`src/ocd_consts.svh`:
```
// Constants of the oscillator/divider serial command port.
// Assumes a 100 MHz system clock and byte-wide serial transfers.
`ifndef OCD_CONSTS_SVH
`define OCD_CONSTS_SVH

`define OCD_CLK_PERIOD_NS 10
`define OCD_NV_WRITE_TIME_NS 10000
`define OCD_NV_WRITE_CYCLES (`OCD_NV_WRITE_TIME_NS / `OCD_CLK_PERIOD_NS)

`define OCD_CMD_DIVIDER 8'h01
`define OCD_CMD_OUTPUT_SELECT 8'h02
`define OCD_CMD_BUS_CONFIG 8'h0D
`define OCD_CMD_NV_COMMIT 8'h3F

`define OCD_BUS_SEL_LSB 0
`define OCD_BUS_SEL_MSB 2
`define OCD_BUS_WC_BIT 3
`define OCD_BUS_WRITABLE_MASK 8'h0F

`define OCD_DIVIDER_RESET 16'h0000
`define OCD_OUTPUT_SELECT_RESET 16'h0000
`define OCD_BUS_CONFIG_RESET 8'h00

`define OCD_TYPE_MSB 7
`define OCD_TYPE_LSB 4
`define OCD_ADDR_SEL_MSB 3
`define OCD_ADDR_SEL_LSB 1
`define OCD_LAST_BIT 3'h7

`endif

```
`src/ocd_pkg.sv`:
```
// Types of the oscillator/divider serial command port.
// Assumes the constants header is compiled alongside.
package ocd_pkg;

    typedef enum logic [2:0] {
        OCD_IDLE,
        OCD_RX,
        OCD_ACK,
        OCD_TX,
        OCD_TX_ACK
    } ocd_state_t;

    typedef enum logic [1:0] {
        OCD_KIND_ADDR,
        OCD_KIND_CMD,
        OCD_KIND_DATA
    } ocd_kind_t;

endpackage

```
`src/ocd_nv_if.sv`:
```
// Link between the command decoder and the nonvolatile store.
// Assumes both ends run on the same clock.
`timescale 1ns/1ps
`default_nettype none

interface ocd_nv_if;
    logic commit;
    logic [15:0] wr_divider;
    logic [15:0] wr_output_select;
    logic [7:0] wr_bus_config;
    logic busy;
    logic [15:0] img_divider;
    logic [15:0] img_output_select;
    logic [7:0] img_bus_config;

    modport ctrl (
        output commit, wr_divider, wr_output_select, wr_bus_config,
        input busy, img_divider, img_output_select, img_bus_config
    );
    modport store (
        input commit, wr_divider, wr_output_select, wr_bus_config,
        output busy, img_divider, img_output_select, img_bus_config
    );
endinterface

`default_nettype wire

```
`src/ocd_serial_port.sv`:
```
// Two-wire slave port and command decoder of the oscillator/divider.
// Assumes SCL and SDA are already synchronous to i_clk and that SDA is
// an open-drain wire resolved outside from o_sda and o_sda_oe_n.
`timescale 1ns/1ps
`default_nettype none
`include "ocd_consts.svh"

module ocd_serial_port #(
    parameter logic [3:0] DEV_TYPE_CODE = 4'hA, // Arbitrary value.
    parameter int NV_WRITE_CYCLES = `OCD_NV_WRITE_CYCLES
) (
    // Clock and reset.
    input wire logic i_clk,
    input wire logic i_rst_n,
    // Serial bus pins.
    input wire logic i_scl,
    input wire logic i_sda,
    output logic o_sda,
    output logic o_sda_oe_n,
    // Device state.
    input wire logic i_power_down,
    // Register contents towards the oscillator datapath.
    output logic [15:0] o_divider_value,
    output logic [15:0] o_output_select,
    output logic [7:0] o_bus_configuration,
    output logic o_nv_busy
);

    ocd_nv_if nv ();

    ocd_nv_store #(
        .NV_WRITE_CYCLES(NV_WRITE_CYCLES)
    ) u_nv_store (
        .i_clk(i_clk),
        .i_rst_n(i_rst_n),
        .nv(nv.store)
    );

    ocd_pkg::ocd_state_t state_reg;
    ocd_pkg::ocd_kind_t kind_reg;
    logic scl_reg;
    logic sda_reg;
    logic [2:0] bit_cnt_reg;
    logic [7:0] shift_reg;
    logic byte_done_reg;
    logic ack_reg;
    logic rw_reg;
    logic [7:0] cmd_reg;
    logic idx_reg;
    logic dirty_reg;
    logic load_reg;
    logic [15:0] divider_reg;
    logic [15:0] output_select_reg;
    logic [7:0] bus_config_reg;
    logic commit_reg;
    logic sda_oe_n_reg;

    logic scl_rise;
    logic scl_fall;
    logic start_evt;
    logic stop_evt;
    logic byte_evt;
    logic addr_match;
    logic ack_ok;
    logic ack_next;
    logic data_wr;
    logic cmd_wr;
    logic end_evt;
    logic wc_flag;
    logic [7:0] tx_byte;
    logic drive_low;

    always_ff @(posedge i_clk or negedge i_rst_n)
    begin
        if (!i_rst_n)
        begin
            scl_reg <= 1'b1;
            sda_reg <= 1'b1;
        end
        else
        begin
            scl_reg <= i_scl;
            sda_reg <= i_sda;
        end
    end

    assign scl_rise = i_scl && !scl_reg;
    assign scl_fall = !i_scl && scl_reg;
    assign start_evt = i_scl && scl_reg && sda_reg && !i_sda;
    assign stop_evt = i_scl && scl_reg && !sda_reg && i_sda;
    assign wc_flag = bus_config_reg[`OCD_BUS_WC_BIT];

    always_comb
    begin
        byte_evt = (state_reg == ocd_pkg::OCD_RX) && byte_done_reg
            && scl_fall && !start_evt && !stop_evt;
        addr_match = (shift_reg[`OCD_TYPE_MSB:`OCD_TYPE_LSB] == DEV_TYPE_CODE)
            && (shift_reg[`OCD_ADDR_SEL_MSB:`OCD_ADDR_SEL_LSB]
            == bus_config_reg[`OCD_BUS_SEL_MSB:`OCD_BUS_SEL_LSB]);
        ack_ok = !nv.busy && !i_power_down;
        if (kind_reg == ocd_pkg::OCD_KIND_ADDR)
            ack_next = addr_match && ack_ok;
        else
            ack_next = ack_ok;
        cmd_wr = byte_evt && ack_ok && (kind_reg == ocd_pkg::OCD_KIND_CMD);
        data_wr = byte_evt && ack_ok && (kind_reg == ocd_pkg::OCD_KIND_DATA);
        end_evt = (start_evt || stop_evt) && dirty_reg;
    end

    // Read data chosen by the last command; two-byte registers go MSB first.
    always_comb
    begin
        unique case (cmd_reg)
            `OCD_CMD_DIVIDER:
                tx_byte = idx_reg ? divider_reg[7:0] : divider_reg[15:8];
            `OCD_CMD_OUTPUT_SELECT:
                tx_byte = idx_reg ? output_select_reg[7:0]
                    : output_select_reg[15:8];
            `OCD_CMD_BUS_CONFIG:
                tx_byte = bus_config_reg;
            default:
                tx_byte = 8'h00;
        endcase
    end

    // Bit-level sequencing of the serial transfer.
    always_ff @(posedge i_clk or negedge i_rst_n)
    begin
        if (!i_rst_n)
        begin
            state_reg <= ocd_pkg::OCD_IDLE;
            kind_reg <= ocd_pkg::OCD_KIND_ADDR;
            bit_cnt_reg <= 3'h0;
            shift_reg <= 8'h00;
            byte_done_reg <= 1'b0;
            ack_reg <= 1'b0;
            rw_reg <= 1'b0;
            idx_reg <= 1'b0;
        end
        else if (start_evt)
        begin
            state_reg <= ocd_pkg::OCD_RX;
            kind_reg <= ocd_pkg::OCD_KIND_ADDR;
            bit_cnt_reg <= 3'h0;
            byte_done_reg <= 1'b0;
        end
        else if (stop_evt)
            state_reg <= ocd_pkg::OCD_IDLE;
        else
        begin
            unique case (state_reg)
                ocd_pkg::OCD_IDLE:
                    byte_done_reg <= 1'b0;
                ocd_pkg::OCD_RX:
                begin
                    if (scl_rise)
                    begin
                        shift_reg <= {shift_reg[6:0], i_sda};
                        bit_cnt_reg <= bit_cnt_reg + 3'h1;
                        byte_done_reg <= (bit_cnt_reg == `OCD_LAST_BIT);
                    end
                    else if (byte_evt)
                    begin
                        state_reg <= ocd_pkg::OCD_ACK;
                        ack_reg <= ack_next;
                        byte_done_reg <= 1'b0;
                        if (kind_reg == ocd_pkg::OCD_KIND_ADDR)
                        begin
                            rw_reg <= shift_reg[0];
                            idx_reg <= 1'b0;
                        end
                        else if (kind_reg == ocd_pkg::OCD_KIND_CMD)
                            idx_reg <= 1'b0;
                        else if (ack_ok)
                            idx_reg <= 1'b1;
                    end
                end
                ocd_pkg::OCD_ACK:
                begin
                    if (scl_fall)
                    begin
                        bit_cnt_reg <= 3'h0;
                        if (!ack_reg)
                            state_reg <= ocd_pkg::OCD_IDLE;
                        else if (kind_reg == ocd_pkg::OCD_KIND_ADDR && rw_reg)
                        begin
                            state_reg <= ocd_pkg::OCD_TX;
                            shift_reg <= tx_byte;
                            idx_reg <= 1'b1;
                        end
                        else
                        begin
                            state_reg <= ocd_pkg::OCD_RX;
                            if (kind_reg == ocd_pkg::OCD_KIND_ADDR)
                                kind_reg <= ocd_pkg::OCD_KIND_CMD;
                            else
                                kind_reg <= ocd_pkg::OCD_KIND_DATA;
                        end
                    end
                end
                ocd_pkg::OCD_TX:
                begin
                    if (scl_fall)
                    begin
                        if (bit_cnt_reg == `OCD_LAST_BIT)
                            state_reg <= ocd_pkg::OCD_TX_ACK;
                        else
                            shift_reg <= {shift_reg[6:0], 1'b0};
                        bit_cnt_reg <= bit_cnt_reg + 3'h1;
                    end
                end
                ocd_pkg::OCD_TX_ACK:
                begin
                    if (scl_rise && i_sda)
                        state_reg <= ocd_pkg::OCD_IDLE;
                    else if (scl_fall)
                    begin
                        state_reg <= ocd_pkg::OCD_TX;
                        shift_reg <= tx_byte;
                        bit_cnt_reg <= 3'h0;
                    end
                end
            endcase
        end
    end

    always_ff @(posedge i_clk or negedge i_rst_n)
    begin
        if (!i_rst_n)
            cmd_reg <= 8'h00;
        else if (cmd_wr)
            cmd_reg <= shift_reg;
    end

    // Working registers; one cycle after reset they reload the stored image.
    always_ff @(posedge i_clk or negedge i_rst_n)
    begin
        if (!i_rst_n)
        begin
            load_reg <= 1'b1;
            divider_reg <= `OCD_DIVIDER_RESET;
            output_select_reg <= `OCD_OUTPUT_SELECT_RESET;
            bus_config_reg <= `OCD_BUS_CONFIG_RESET;
        end
        else if (load_reg)
        begin
            load_reg <= 1'b0;
            divider_reg <= nv.img_divider;
            output_select_reg <= nv.img_output_select;
            bus_config_reg <= nv.img_bus_config & `OCD_BUS_WRITABLE_MASK;
        end
        else if (data_wr)
        begin
            unique case (cmd_reg)
                `OCD_CMD_DIVIDER:
                    if (idx_reg)
                        divider_reg[7:0] <= shift_reg;
                    else
                        divider_reg[15:8] <= shift_reg;
                `OCD_CMD_OUTPUT_SELECT:
                    if (idx_reg)
                        output_select_reg[7:0] <= shift_reg;
                    else
                        output_select_reg[15:8] <= shift_reg;
                `OCD_CMD_BUS_CONFIG:
                    bus_config_reg <= shift_reg
                        & `OCD_BUS_WRITABLE_MASK;
                default:
                    divider_reg <= divider_reg;
            endcase
        end
    end

    // Tracks uncommitted writes so that a memory write follows the transfer while the WC bit is clear.
    always_ff @(posedge i_clk or negedge i_rst_n)
    begin
        if (!i_rst_n)
            dirty_reg <= 1'b0;
        else if (data_wr && cmd_reg != `OCD_CMD_BUS_CONFIG
            && cmd_reg != `OCD_CMD_NV_COMMIT)
            dirty_reg <= 1'b1;
        else if (end_evt || commit_reg)
            dirty_reg <= 1'b0;
    end

    // The bus-configuration commit waits one cycle so the new value is stored.
    always_ff @(posedge i_clk or negedge i_rst_n)
    begin
        if (!i_rst_n)
            commit_reg <= 1'b0;
        else
            commit_reg <= (data_wr && cmd_reg == `OCD_CMD_BUS_CONFIG)
                || (cmd_wr && shift_reg == `OCD_CMD_NV_COMMIT
                && wc_flag)
                || (end_evt && !wc_flag);
    end

    assign nv.commit = commit_reg;
    assign nv.wr_divider = divider_reg;
    assign nv.wr_output_select = output_select_reg;
    assign nv.wr_bus_config = bus_config_reg;

    always_comb
    begin
        drive_low = ((state_reg == ocd_pkg::OCD_ACK) && ack_reg)
            || ((state_reg == ocd_pkg::OCD_TX) && !shift_reg[7]);
    end

    always_ff @(posedge i_clk or negedge i_rst_n)
    begin
        if (!i_rst_n)
            sda_oe_n_reg <= 1'b1;
        else
            sda_oe_n_reg <= !drive_low || start_evt || stop_evt;
    end

    assign o_sda = 1'b0;
    assign o_sda_oe_n = sda_oe_n_reg;
    assign o_divider_value = divider_reg;
    assign o_output_select = output_select_reg;
    assign o_bus_configuration = bus_config_reg;
    assign o_nv_busy = nv.busy;

endmodule

`default_nettype wire

```
`src/ocd_nv_store.sv`:
```
// Nonvolatile image of the three registers with a write-busy timer.
// Assumes commit is a one-cycle pulse raised only while busy is low.
`timescale 1ns/1ps
`default_nettype none
`include "ocd_consts.svh"

module ocd_nv_store #(
    parameter int NV_WRITE_CYCLES = `OCD_NV_WRITE_CYCLES
) (
    // Clock and reset.
    input wire logic i_clk,
    input wire logic i_rst_n,
    // Decoder side.
    ocd_nv_if.store nv
);

    logic [15:0] divider_reg;
    logic [15:0] output_select_reg;
    logic [7:0] bus_config_reg;
    logic [31:0] busy_cnt_reg;

    // The image holds the factory defaults until the first commit.
    always_ff @(posedge i_clk or negedge i_rst_n)
    begin
        if (!i_rst_n)
        begin
            divider_reg <= `OCD_DIVIDER_RESET;
            output_select_reg <= `OCD_OUTPUT_SELECT_RESET;
            bus_config_reg <= `OCD_BUS_CONFIG_RESET;
        end
        else if (nv.commit && busy_cnt_reg == 32'h0)
        begin
            divider_reg <= nv.wr_divider;
            output_select_reg <= nv.wr_output_select;
            bus_config_reg <= nv.wr_bus_config;
        end
    end

    always_ff @(posedge i_clk or negedge i_rst_n)
    begin
        if (!i_rst_n)
            busy_cnt_reg <= 32'h0;
        else if (nv.commit && busy_cnt_reg == 32'h0)
            busy_cnt_reg <= 32'(NV_WRITE_CYCLES);
        else if (busy_cnt_reg != 32'h0)
            busy_cnt_reg <= busy_cnt_reg - 32'h1;
    end

    assign nv.busy = (busy_cnt_reg != 32'h0);
    assign nv.img_divider = divider_reg;
    assign nv.img_output_select = output_select_reg;
    assign nv.img_bus_config = bus_config_reg;

endmodule

`default_nettype wire

```
`config.mk`:
```
export PLATFORM = sky130hd
export DESIGN_NAME = ocd_serial_port
export DESIGN_NICKNAME = d
export VERILOG_FILES = /design/src/ocd_pkg.sv /design/src/ocd_nv_if.sv /design/src/ocd_serial_port.sv /design/src/ocd_nv_store.sv
export VERILOG_INCLUDE_DIRS = /design/src
export SDC_FILE = /design/constraint.sdc
export NUM_CORES = 1
export LEC_CHECK = 0
export BUFFER_PORTS_ARGS = -buffer_cell sky130_fd_sc_hd__buf_2
export CORE_AREA = 2 2 148 150
export DETAILED_ROUTE_END_ITERATION = 16
export DIE_AREA = 0 0 150 152
export PLACE_DENSITY = 0.51
export SLEW_MARGIN = 20
export SYNTH_ARGS = -nofsm -noshare
export SYNTH_HDL_FRONTEND = slang
export SYNTH_SLANG_ARGS = --single-unit
```
`constraint.sdc`:
```
create_clock -name i_clk -period 3.4 [get_ports i_clk]
set_input_delay 0.34 -clock i_clk [delete_from_list [all_inputs] [get_ports i_clk]]
set_output_delay 0.34 -clock i_clk [all_outputs]
set_load 0.005 [all_outputs]
```
Word level (Yosys, flattened, before mapping)
Index checks and enable logic that the tools add are counted.

Register bits: 142. Bits in read-only memories: 0. Latch bits: 0. Output and inout port bits: 43. Input port bits: 5. RAM bits: 0. Memories kept: 0.

Multiply operators: 0. $add $sub $neg: 2. Shift operators: 0. Bitwise logic cells: 3. Eq/ne operators: 39. Order comparisons: 0. Reduce and logical (&&, ||, !) cells: 79. Div/mod/pow operators: 0. Mux-type cells: 68.

Operators with widths (number): $mux 8 (15); $mux 16 (6); $mux 32 (2); $mux 3 (15); $logic_not 32->1 (1); $pmux 8 s4 (1); $reduce_bool 32->1 (1); $sub 32x1->32 const B (1); $logic_and 1x1->1 (29); $ne 2x2->1 const B (12); $ne 4x4->1 const B (6); $pmux 3 s4 (2); $pmux 8 s3 (1); $reduce_bool 2->1 (11); $mux 2 (9); $mux 1 (15); $reduce_and 3->1 (5); $reduce_and 5->1 (3); $logic_not 1->1 (11); $reduce_and 11->1 (1); $ne 3x3->1 const B (3); $reduce_and 9->1 (1); $eq 8x1->1 const B (1); $eq 8x2->1 const B (1); other kinds (27) (38).

Longest topological paths before layout
Gate-level depths: netlist of run 1.

Word-level depth: 12. Depth in mapped cells: 9.

Hierarchy
From an unflattened synthesis of run 1, not the netlist that was laid out.

Cell total of the unflattened synthesis: 588. Area, all modules: 7295.7 µm².

By module, submodules not included: ocd_serial_port (area an instance 4088.9 µm², cells an instance 359, times used 1); ocd_nv_store (area an instance 3206.8 µm², cells an instance 229, times used 1).

Worst setup path before layout of run 1
Ideal clock, no wire load.

Path kind: register -> register. From: register u_nv_store.busy_cnt_reg[19]. To: register u_nv_store.divider_reg[10] (netlist: u_nv_store.nv.img_divider[10]). Arrival: 2.617 ns. Library setup time: 0.125 ns. Stages on the path, launching flop included: 7. Clock period less this slack: 2.742 ns. Required time: 3.275 ns. Buffers on the path: 1. Setup slack: 0.658 ns. Cells stage by stage: dfrtp_1 -> or4_4 -> or4_4 -> nor4_4 -> nand2_4 -> buf_6 -> mux2_4.

Cells in the longest elaborated chain, start to end: 2.

RTL lines: from (decl) (line ocd_nv_store.sv:20) `logic [31:0] busy_cnt_reg;`; from (signal assigned) (line ocd_nv_store.sv:44) `busy_cnt_reg <= 32'(NV_WRITE_CYCLES);`; from (signal assigned) (line ocd_nv_store.sv:46) `busy_cnt_reg <= busy_cnt_reg - 32'h1;`; $logic_not 32->1 (line ocd_nv_store.sv:31) `else if (nv.commit && busy_cnt_reg == 32'h0)`; $logic_and 1x1->1 (line ocd_nv_store.sv:31); to (signal assigned) (line ocd_nv_store.sv:27) `` divider_reg <= `OCD_DIVIDER_RESET; ``; to (signal assigned) (line ocd_nv_store.sv:33) `divider_reg <= nv.wr_divider;`; to (decl) (line ocd_nv_store.sv:17) `logic [15:0] divider_reg;`.

Every way passes these cells. A chain may end at the register's enable or synchronous reset.

Final worst setup path of run 1
From: register u_nv_store.busy_cnt_reg[19]. To: register u_nv_store.output_select_reg[5] (netlist: u_nv_store.nv.img_output_select[5]).

Cells in the longest elaborated chain, start to end: 2.

RTL lines: $logic_not 32->1 (line ocd_nv_store.sv:31); $logic_and 1x1->1 (line ocd_nv_store.sv:31); to (signal assigned) (line ocd_nv_store.sv:28) `` output_select_reg <= `OCD_OUTPUT_SELECT_RESET; ``; to (signal assigned) (line ocd_nv_store.sv:34) `output_select_reg <= nv.wr_output_select;`; to (decl) (line ocd_nv_store.sv:18) `logic [15:0] output_select_reg;`.

Every way passes these cells.

==> results.txt, run 1 <==
crit share post-route - 0.907
XOR/XNOR share of the synthesized area - 0.0360
DIE AREA - 22800 um^2
Synth Area in Compound Gates - 0.109
top-count cell post-synth - dfrtp_1
area of the multi-input gates - 3390 um^2
TritonRoute pass-1 iters - 4
FF+latch count, synth - 138
flop2flop setup slack - 0.31 ns
Rel. slew slack - 0.456
post-synthesis simple-gate area fraction - 0.208
htree depth - 4
area share of the largest cell type after synthesis - 0.476
crit path DAT - 3.39 ns
largest family of logic cells by synthesized area - simple AND/OR/NAND/NOR gates
Primary FF master, synth - dfrtp_1
largest net degree at the start of global routing - 83
Synth top cells by count - 134 x dfrtp_1, 64 x nand2_1, 43 x nand3b_1, 37 x o211ai_1
GRT Total Usage - 0.164
highest metal used - met4
CTS sink count - 138
routed wl met3 - 583 um
CTS tree - done
routability cong. - 0.832
Syn Inst Count - 652
status - complete, but fails checks
Hold Buf Count CTS - 0
Vias - 5252
vias in the first global route - 5522
cell area after synthesis - 7050 um^2
Int Power - 0.00304 W
asr flop ratio synth - 1.00
I/O Buffers - 42
Post-synth EDFFs - 0
max reg flops - 32
CTS buffer count - 17
Startpoint Class - flop
global-route wire length before repair - 29600 um
max cap viols - 0
failing checks - negative hold slack
NumNets Final - 710
Placed Instances - 962
Layout Cells excl Fill - 994
initial core utilization - 0.330
mux cell area share after synthesis - 0.116
Setup Viol. Count Final - 0
PwrDens - 531 nW/um^2
CTS clk-pin slew, worst paths - 0.06 ns
Synthesis Warnings - 0
post-synthesis sequential area ratio - 0.490
Rows - 54
Met2 Wirelength - 8250 um
# fillers - 2150
initial antenna violation count - 0
core footprint - 21400 um^2
Final Util - 0.383
Mean Syn Cell Area - 10.8 um^2
register area - 3460 um^2
maximum VDD drop - 0.269 mV
drt wl/cell - 17.8 um
pre-CTS setup slack - 0.309 ns
iteration-0 DRC count of the detailed router - 286
area grow syn2layout - 15.9%
Setup Skew - 0.0118 ns
post-route cell area - 8170 um^2
Setup CP Type - reg -> reg
# DRC - 0
wl on met1 - 8370 um
sequential share of power - 0.435
sw power - 0.00129 W
synth unique cells - 61
Net Sw Frac - 0.298
DIE WIDTH - 150 um
Clock power frac - 0.397
IO Count - 48
required time of the critical path - 3.70 ns
Die Ht - 152 um
CTS Buffer Depth - 2
Slew Limit Fails - 0
fraction of layout cells with a size suffix above 1 - 0.218
crit path time final - 3.09 ns
HPWL Detailed - 11800 um
setup tns final - 0 ns
biggest area consumer among synthesized cells - dfrtp_1
type of destination of the critical path - flop
post-route ant nets - 0
worst hold path class - in -> async
Placed Area - 7630 um^2
WL final - 17700 um
routed vias/inst - 5.28
cts repair resizes - 0
worst slew pin tran - 0.815 ns
Setup Fix Bufs, Post-CTS - 0
max frequency - 0.324 GHz
Comb pwr share - 0.167
top cells by area, synth - dfrtp_1 48%, mux2_4 6.2%, nand3b_1 4.6%
Pleak - 3.94 nW
Fin. Hold Viols - 12
Critical Path Fanout Max - 37
final worst slack - 0.315 ns
Overflow after GRT - 0
clk_lat worst skew - 0.42 ns
Post-Synth Adder-Cell Area - 0.00710
CTS root buffer - clkbuf_16
unrepaired setup endpoints after global routing - false
Antenna Diode Count - 0
worst hold slack - -0.0235 ns
## layout make-up
type	instances	area share
sequential	138	0.423
inverter	12	0.00551
multi-input combinational	469	0.415
clock buffer	22	0.0544
clock inverter	10	0.0119
tap	280	0.0429
timing repair buffer	63	0.0473
## path summary, 6_finish.rpt
kind	from	endpoint	cells after the start
max reg2reg	u_nv_store.busy_cnt_reg[19]	u_nv_store.nv.img_output_select[5]	7
max	u_nv_store.busy_cnt_reg[19]	u_nv_store.nv.img_output_select[5]	7
min	i_rst_n	u_nv_store.busy_cnt_reg[2]	1
min reg2reg	u_nv_store.busy_cnt_reg[29]	u_nv_store.busy_cnt_reg[29]	1
min in group i_clk	i_sda	sda_reg	1
max in group asynchronous	i_rst_n	u_nv_store.nv.img_output_select[12]	2
## power by group through the flow
| stage | clock (W) | combinational [W] | sequential [W] |
|---|---|---|---|
| floorplan | 0 | 0.000544 | 0.00184 |
| global route | 0.00185 | 0.000821 | 0.00191 |
| detailed placement | 0 | 0.000727 | 0.00192 |
| finish | 0.00172 | 0.000726 | 0.00189 |
| global placement | 0 | 0.000709 | 0.00191 |
| CTS | 0.00177 | 0.000732 | 0.00189 |
## worst max-delay path, stage by stage, from the launching register on
cell,delay [ns]
dfrtp_1,0.40
or4_4,0.57
or4_4,0.57
nor4_4,0.42
buf_4,0.22
nand2_4,0.04
buf_4,0.34
mux2_4,0.38
## kinds of logic after synthesis
family	after synthesis
simple gates	252
flops	138
compound gates	113
mux	65
buf+inv	50
xor+xnor	29
fa+ha+maj	4
other cells	1
## metrics by stage
stage | total power, W | hold WS, ns
after global routing | 0.00457 | 0.0350
after global placement | 0.00262 | 0.445
after CTS | 0.00439 | 0.00889
final | 0.00434 | -0.0235
after detailed placement | 0.00265 | 0.458
after floorplan | 0.00238 | 0.0444
## cell usage in the layout, fill, tap and decap left out, types with 11 or more instances in the layout
master and count:
mux2_4 29, dfrtp_1 134, nor3_1 26, clkbuf_16 17, xnor2_1 15, o211ai_1 37
nand3b_1 43, buf_2 41, nand2b_1 13, nor2_1 29, o21ai_0 16, xor2_1 14
mux2_2 18, inv_1 12, buf_4 20, nand2_1 64, nor4_1 11, a21oi_1 18
mux2i_1 18
## metal layers
layer  global-route usage  up-vias
li1                     -     2488
met1                0.225     2642
met2                0.252       98
met3               0.0372       24
met4               0.0611        0
met5                    0        -
Note: power is estimated with default switching activity, not from simulation.
==> run 2: changes to the inputs <==
--- a/config.mk
+++ b/config.mk
@@ -6,10 +6,11 @@
 export SDC_FILE = /design/constraint.sdc
 export NUM_CORES = 1
 export LEC_CHECK = 0
+export ABC_AREA = 1
 export BUFFER_PORTS_ARGS = -buffer_cell sky130_fd_sc_hd__buf_2
-export CORE_AREA = 2 2 148 150
+export CORE_AREA = 2 2 152 154
 export DETAILED_ROUTE_END_ITERATION = 16
-export DIE_AREA = 0 0 150 152
+export DIE_AREA = 0 0 154 156
 export PLACE_DENSITY = 0.51
 export SLEW_MARGIN = 20
 export SYNTH_ARGS = -nofsm -noshare
==> run 2 against run 1 <==
  * The flow now finishes without violations
  * Register-to-register slack gained 0.78 ns
  * Sequential cell count is the same
  * Synthesized cell count grew 44%
  * Critical endpoint is now o_nv_busy
==> results.txt, run 2 <==
Synthesis Warnings - 0 (unchanged)
iteration-0 DRC count of the detailed router - 484 (+69%)
crit path DAT - 1.98 ns (-1.41 ns)
maximum VDD drop - 0.324 mV (+20%)
Die Ht - 156 um (+2.6%)
routability cong. - 0.859 (+3.2%)
max cap viols - 0 (unchanged)
IO Count - 48 (unchanged)
largest net degree at the start of global routing - 63 (-24%)
worst hold path class - in -> reg
Crit path max-delay family - simple AND/OR/NAND/NOR gates
PwrDens - 784 nW/um^2 (+48%)
area grow syn2layout - 14.6%
worst hold slack - 0.0354 ns (+0.0589 ns)
CP Buf/Inv Count - 4 (+2)
# DRC - 0 (unchanged)
required time of the critical path - 3.06 ns (-0.64 ns)
critical path's slowest cell - dfrtp_1
post-route ant nets - 0 (unchanged)
Setup Viol. Count Final - 0 (unchanged)
Mean Syn Cell Area - 7.92 um^2 (-27%)
worst r2r path cells - 10 (+3)
fraction of layout cells with a size suffix above 1 - 0.142 (-0.0763)
HPWL Detailed - 14400 um (+22%)
CTS sink count - 138 (unchanged)
Startpoint Class - flop
DIE WIDTH - 154 um (+2.7%)
crit share post-route - 0.682 (-0.226)
biggest area consumer among synthesized cells - dfrtp_1
Pleak - 4.32 nW (+9.6%)
# fillers - 2340 (+8.8%)
Critical R2R Capture - o_divider_value[12]
CTS tree - done
Overflow after GRT - 0 (unchanged)
CTS Buffer Depth - 2 (unchanged)
cts repair resizes - 0 (unchanged)
type of destination of the critical path - output pin
Worst path most repeated cell - inv_1
Setup Skew - 0.0118 ns (+0.0000649 ns)
area share of the largest cell type after synthesis - 0.450 (-0.0259)
CTS root buffer - clkbuf_16
top-count cell post-synth - nand2_1
CTS clk-pin slew, worst paths - 0.07 ns (about the same)
core footprint - 22400 um^2 (+4.8%)
unrepaired setup endpoints after global routing - false
Vias - 6238 (+19%)
Slew Limit Fails - 0 (unchanged)
status - finished, final reports clean
global-route wire length before repair - 33600 um (+14%)
worst slew pin tran - 0.786 ns (-0.0290 ns)
GRT Total Usage - 0.179 (+0.0158)
max reg flops - 32 (unchanged)
drt wl/cell - 15.9 um (-11%)
Critical Path Fanout Max - 9 (-76%)
max incr delay on CP - 0.38 ns (-0.19 ns)
synth unique cells - 49 (-20%)
max frequency - 0.431 GHz (+33%)
setup tns final - 0 ns (unchanged)
critical-path cell list - inv_1, ha_1, inv_1, nor3_1, nand3_2, nor2_8, inv_4, buf_2
worst hold start - i_sda
reg-to-reg startpoint - state_reg[1]
flop2flop setup slack - 1.09 ns (+0.78 ns)
Rel. slew slack - 0.475 (+0.0192)
htree depth - 4 (unchanged)
DIE AREA - 24000 um^2 (+5.4%)
Fin. Hold Viols - 0 (-12)
crit path time final - 2.32 ns (-0.767 ns)
initial antenna violation count - 0 (unchanged)
initial core utilization - 0.333 (+0.00314)
commonest non-fill, non-tap cell in the layout - nand2_1
Rows - 55 (+1.9%)
Post-synth EDFFs - 0 (unchanged)
Worst Hold Path EP - sda_reg
vias in the first global route - 6164 (+12%)
Synth top cells by count - 313 x nand2_1, 134 x dfrtp_1, 110 x nor2_1, 74 x inv_1, 37 x nand3_1
Syn Inst Count - 942 (+44%)
Primary FF master, synth - dfrtp_1
cell area after synthesis - 7460 um^2 (+5.7%)
FF+latch count, synth - 138 (unchanged)
post-synthesis sequential area ratio - 0.464 (-0.0267)
top cells by area, synth - dfrtp_1 45%, nand2_1 16%, nor2_1 5.5%
asr flop ratio synth - 1.00 (unchanged)
NumNets Final - 995 (+40%)
WL final - 20400 um (+15%)
commonest non-fill, non-tap cells in the layout - 312 x nand2_1, 134 x dfrtp_1, 110 x nor2_1
total power draw - 0.00670 W (+55%)
I/O Buffers - 42 (unchanged)
TritonRoute pass-1 iters - 4 (unchanged)
Antenna Diode Count - 0 (unchanged)
CTS buffer count - 17 (unchanged)
worst hold stages - 1
routed vias/inst - 4.86 (-8.1%)
clk_lat worst skew - 0.43 ns (about the same)
Setup CP Type - reg -> out
-- run 2: stage by stage --
| step | cell area, um^2 | std cells | worst slack (ns) | util |
|---|---|---|---|---|
| detailed placement | 7890 | 1251 | 1.13 | 0.353 |
| CTS | 8550 | 1284 | 1.03 | 0.382 |
| global placement | 7890 | 1251 | 1.17 | 0.353 |
| global route | 8550 | 1284 | 0.878 | 0.382 |
| finish | 8550 | 1284 | 1.08 | 0.382 |
| floorplan | 7480 | 947 | 1.67 | - |
-- run 2: what timing repair did --
item                                   in CTS  in global routing
buffers inserted                            0                  0
hold buffers                                1                  0
setup endpoints to repair                   0                  0
endpoints found under the hold margin      57                  0
-- run 2: cell families (layout without fill, tap and decap cells) --
logic type | after synthesis | in the layout | synth area share
compound gates | 111 | 111 | 0.0874
mux | 10 | 10 | 0.0134
buf+inv | 107 | 159 | 0.0686
fa+ha+maj | 4 | 4 | 0.00671
flops | 138 | 138 | 0.464
xor+xnor | 26 | 26 | 0.0305
other cells | 1 | 6 | 0.000503
simple gates | 545 | 545 | 0.329
-- run 2: per-layer routing --
layer	track usage	wire length [um]
met5	0	0
met3	0.0339	646
met4	0.0498	263
met1	0.235	9580
met2	0.305	9880
-- run 2: worst max path at each step --
stage               cells after the start  slack (ns)                               to                  startpoint
global route                           10        0.88  u_nv_store.nv.img_bus_config[3]  u_nv_store.busy_cnt_reg[0]
detailed placement                     11        1.13              o_divider_value[12]  u_nv_store.busy_cnt_reg[0]
floorplan                              12        1.67              o_divider_value[14]  u_nv_store.busy_cnt_reg[0]
CTS                                     8        1.03                        o_nv_busy  u_nv_store.busy_cnt_reg[0]
global placement                       10        1.17               o_output_select[8]                state_reg[2]
finish                                  8        1.08                        o_nv_busy  u_nv_store.busy_cnt_reg[0]
-- run 2: power breakdown --
group	switching, W	internal, W	total, W
clock network	0.000823	0.00126	0.00208
registers	0.000437	0.00202	0.00246
logic	0.00141	0.000747	0.00216
-- run 2: worst register-to-register path, cell delays in order (launching register included) --
cell and delay (ns):
dfrtp_1 0.40, inv_1 0.12, nand3_1 0.19, inv_1 0.23, nand2_2 0.13, inv_2 0.15
nand4_4 0.13, nand2_4 0.28, nand2_2 0.32, nand2_1 0.19, o21ai_2 0.07
-- run 2: layout make-up --
| cell class | instances | area [um^2] | area share |
|---|---|---|---|
| tap | 285 | 357 | 0.0417 |
| clock inverter | 15 | 225 | 0.0263 |
| sequential | 138 | 3460 | 0.405 |
| clock buffer | 17 | 425 | 0.0498 |
| timing repair buffer | 48 | 277 | 0.0323 |
| multi-input combinational | 702 | 3510 | 0.410 |
| inverter | 79 | 299 | 0.0350 |
==> run 3: changes to the inputs <==
--- a/config.mk
+++ b/config.mk
@@ -6,12 +6,12 @@
 export SDC_FILE = /design/constraint.sdc
 export NUM_CORES = 1
 export LEC_CHECK = 0
-export ABC_AREA = 1
+export ABC_AREA = 0
 export BUFFER_PORTS_ARGS = -buffer_cell sky130_fd_sc_hd__buf_2
-export CORE_AREA = 2 2 152 154
+export CORE_AREA = 2 2 148 150
 export DETAILED_ROUTE_END_ITERATION = 16
-export DIE_AREA = 0 0 154 156
-export PLACE_DENSITY = 0.51
+export DIE_AREA = 0 0 150 152
+export PLACE_DENSITY = 0.53
 export SLEW_MARGIN = 20
 export SYNTH_ARGS = -nofsm -noshare
 export SYNTH_HDL_FRONTEND = slang
==> constraint.sdc (replaced) <==
create_clock -name i_clk -period 2 [get_ports i_clk]
set_input_delay 0.2 -clock i_clk [delete_from_list [all_inputs] [get_ports i_clk]]
set_output_delay 0.2 -clock i_clk [all_outputs]
set_load 0.005 [all_outputs]
==> run 3 against run 2 <==
  * The flow now finishes with violations (negative setup slack)
  * Wire length decreased by 2.4%
  * Critical path depth decreased by 1
  * Count of clock-buffer cells in the layout increased by 1
  * Hold slack improved by 0.022 ns
  * Cell count decreased by 15%
  * Core utilization increased by 5.6 points
  * Power increased by 20%
  * Sequential cell count unchanged
  * Critical path type unchanged
  * Largest cell class unchanged
  * Largest power group is now the clock network
==> results.txt, run 3 (same netlist as run 1, synthesis figures left out) <==
Antenna Diode Count - 0 (unchanged)
post-route ant nets - 0 (unchanged)
area of the multi-input gates - 3700 um^2 (+5.5%)
vias in the first global route - 6039 (-2.0%)
crit share post-route - 1.32
status - complete, but fails checks
reg-to-reg startpoint - u_nv_store.busy_cnt_reg[20]
Die Ht - 152 um (-2.6%)
Fin. Hold Viols - 0 (unchanged)
Overflow after GRT - 0 (unchanged)
commonest non-fill, non-tap cell in the layout - dfrtp_1
HPWL Detailed - 13500 um (-6.9%)
flop2flop setup slack - -0.64 ns (-1.73 ns)
maximum VDD drop - 0.424 mV (+31%)
commonest non-fill, non-tap cells in the layout - 134 x dfrtp_1, 96 x buf_4, 61 x nand2_1
TritonRoute pass-1 iters - 4 (unchanged)
DIE WIDTH - 150 um (-2.6%)
iteration-0 DRC count of the detailed router - 233 (-52%)
worst hold stages - 2 (+1)
Slew Limit Fails - 0 (unchanged)
CTS root buffer - clkbuf_16
worst slew pin tran - 0.738 ns (-0.0475 ns)
max reg flops - 32 (unchanged)
routability cong. - 0.868 (+0.99%)
final worst slack - -0.641 ns (-1.72 ns)
worst hold slack - 0.0570 ns (+0.0216 ns)
CTS Buffer Depth - 2 (unchanged)
largest net degree at the start of global routing - 47 (-25%)
unrepaired setup endpoints after global routing - true
type of destination of the critical path - output pin
worst r2r path cells - 7 (-3)
pre-CTS setup slack - -0.464 ns (-1.60 ns)
CTS sink count - 138 (unchanged)
WL final - 19900 um (-2.4%)
Rel. slew slack - 0.504 (+0.0291)
max frequency - 0.379 GHz
DIE AREA - 22800 um^2 (-5.1%)
initial antenna violation count - 0 (unchanged)
worst hold start - i_scl
area grow syn2layout - 32.6%
Pleak - 4.62 nW (+7.0%)
setup tns final - -57.60 ns (-57.60 ns)
Worst Hold Path EP - scl_reg
initial core utilization - 0.330 (-0.00314)
crit path time final - 2.64 ns
drt wl/cell - 18.2 um (+15%)
NumNets Final - 807 (-19%)
core footprint - 21400 um^2 (-4.5%)
Critical R2R Capture - cmd_reg[2]
CTS clk-pin slew, worst paths - 0.07 ns (about the same)
htree depth - 4 (unchanged)
max cap viols - 0 (unchanged)
register area - 3460 um^2 (unchanged)
worst hold path class - in -> reg
Critical Path Fanout Max - 6 (-3)
GRT Total Usage - 0.181 (+0.00123)
Setup Skew - 0.0181 ns (+0.00622 ns)
clk_lat worst skew - 0.44 ns (about the same)
crit path DAT - 2.44 ns (+0.46 ns)
routed vias/inst - 5.30 (+9.0%)
I/O Buffers - 42 (unchanged)
Vias - 5779 (-7.4%)
# DRC - 0 (unchanged)
Setup CP Type - reg -> out
CTS buffer count - 17 (unchanged)
Rows - 54 (-1.8%)
Placed Instances - 1043 (-17%)
failing checks - negative setup slack
required time of the critical path - 1.80 ns (-1.26 ns)
CTS tree - done
Startpoint Class - flop
fraction of layout cells with a size suffix above 1 - 0.364 (+0.222)
Setup Viol. Count Final - 125 (+125)
Layout Cells excl Fill - 1091 (-15%)
# fillers - 2027 (-13%)
global-route wire length before repair - 32400 um (-3.8%)
IO Count - 48 (unchanged)
PwrDens - 860 nW/um^2 (+9.6%)
-- run 3: cell count changes in the layout (fill, tap and decap cells not counted), moves of 17 or more --
cell / previous run / this run
nand3b_1: 2 / 43
nand4_1: 27 / 10
nand3_1: 37 / 7
mux2_4: 0 / 30
nor2_1: 110 / 29
nand2_1: 312 / 61
buf_4: 4 / 96
mux2_2: 0 / 17
a21oi_1: 33 / 13
o21ai_0: 29 / 9
o211ai_1: 1 / 37
inv_1: 74 / 11
-- run 3: worst max path at each step --
stage | from | end | slack [ns] | depth (start not counted)
detailed placement | u_nv_store.busy_cnt_reg[19] | cmd_reg[2] | -0.46 | 6
global route | u_nv_store.busy_cnt_reg[20] | cmd_reg[1] | -0.70 | 7
floorplan | u_nv_store.busy_cnt_reg[15] | u_nv_store.nv.img_divider[10] | -0.58 | 7
global placement | u_nv_store.busy_cnt_reg[19] | cmd_reg[4] | -0.43 | 6
CTS | u_nv_store.busy_cnt_reg[19] | cmd_reg[4] | -0.63 | 7
finish | u_nv_store.busy_cnt_reg[20] | o_nv_busy | -0.64 | 7
-- run 3: cell type report --
type	count	share of cell area
inverter	12	0.00482
sequential	138	0.370
multi-input combinational	470	0.396
clock inverter	14	0.0163
tap	280	0.0375
timing repair buffer	159	0.130
clock buffer	18	0.0459
-- run 3: per-stage QoR --
| stage | util | instance area (um^2) | total power (W) |
|---|---|---|---|
| 3_5_place_dp | 0.391 | 8350 | 0.00479 |
| 4_1_cts | 0.432 | 9210 | 0.00806 |
| 3_3_place_gp | 0.391 | 8350 | 0.00473 |
| 5_1_grt | 0.438 | 9350 | 0.00844 |
| 6_report | 0.438 | 9350 | 0.00804 |
| 2_1_floorplan | - | 7170 | 0.00414 |
-- run 3: what timing repair did --
action,in CTS,in global routing
hold buffers,2,0
setup endpoints to repair,125,128
endpoints found under the hold margin,40,0
resized for setup,42,27
buffers inserted,9,5
cloned,2,1
pin swaps,14,17
-- run 3: power breakdown --
part           leakage [nW]  internal (W)  switching (W)  total (W)
Combinational          2.46      0.000768       0.000928    0.00170
Sequential             1.88       0.00295       0.000197    0.00315
Clock                 0.278       0.00177        0.00142    0.00319
Total                  4.62       0.00549        0.00254    0.00804
-- run 3: critical path, stage by stage, from the launching register on --
cell and delay [ns]:
dfrtp_1 0.38, or4_4 0.54, or4_4 0.50, buf_4 0.17, nor3_2 0.09, buf_4 0.13
inv_2 0.06, buf_2 0.13
-- run 3: per-layer routing --
layer,wire length (um),track usage,share of wire
met1,9100,0.236,0.46
met4,380,0.0597,0.019
met3,638,0.0426,0.032
met5,0,0,0
met2,9770,0.294,0.49
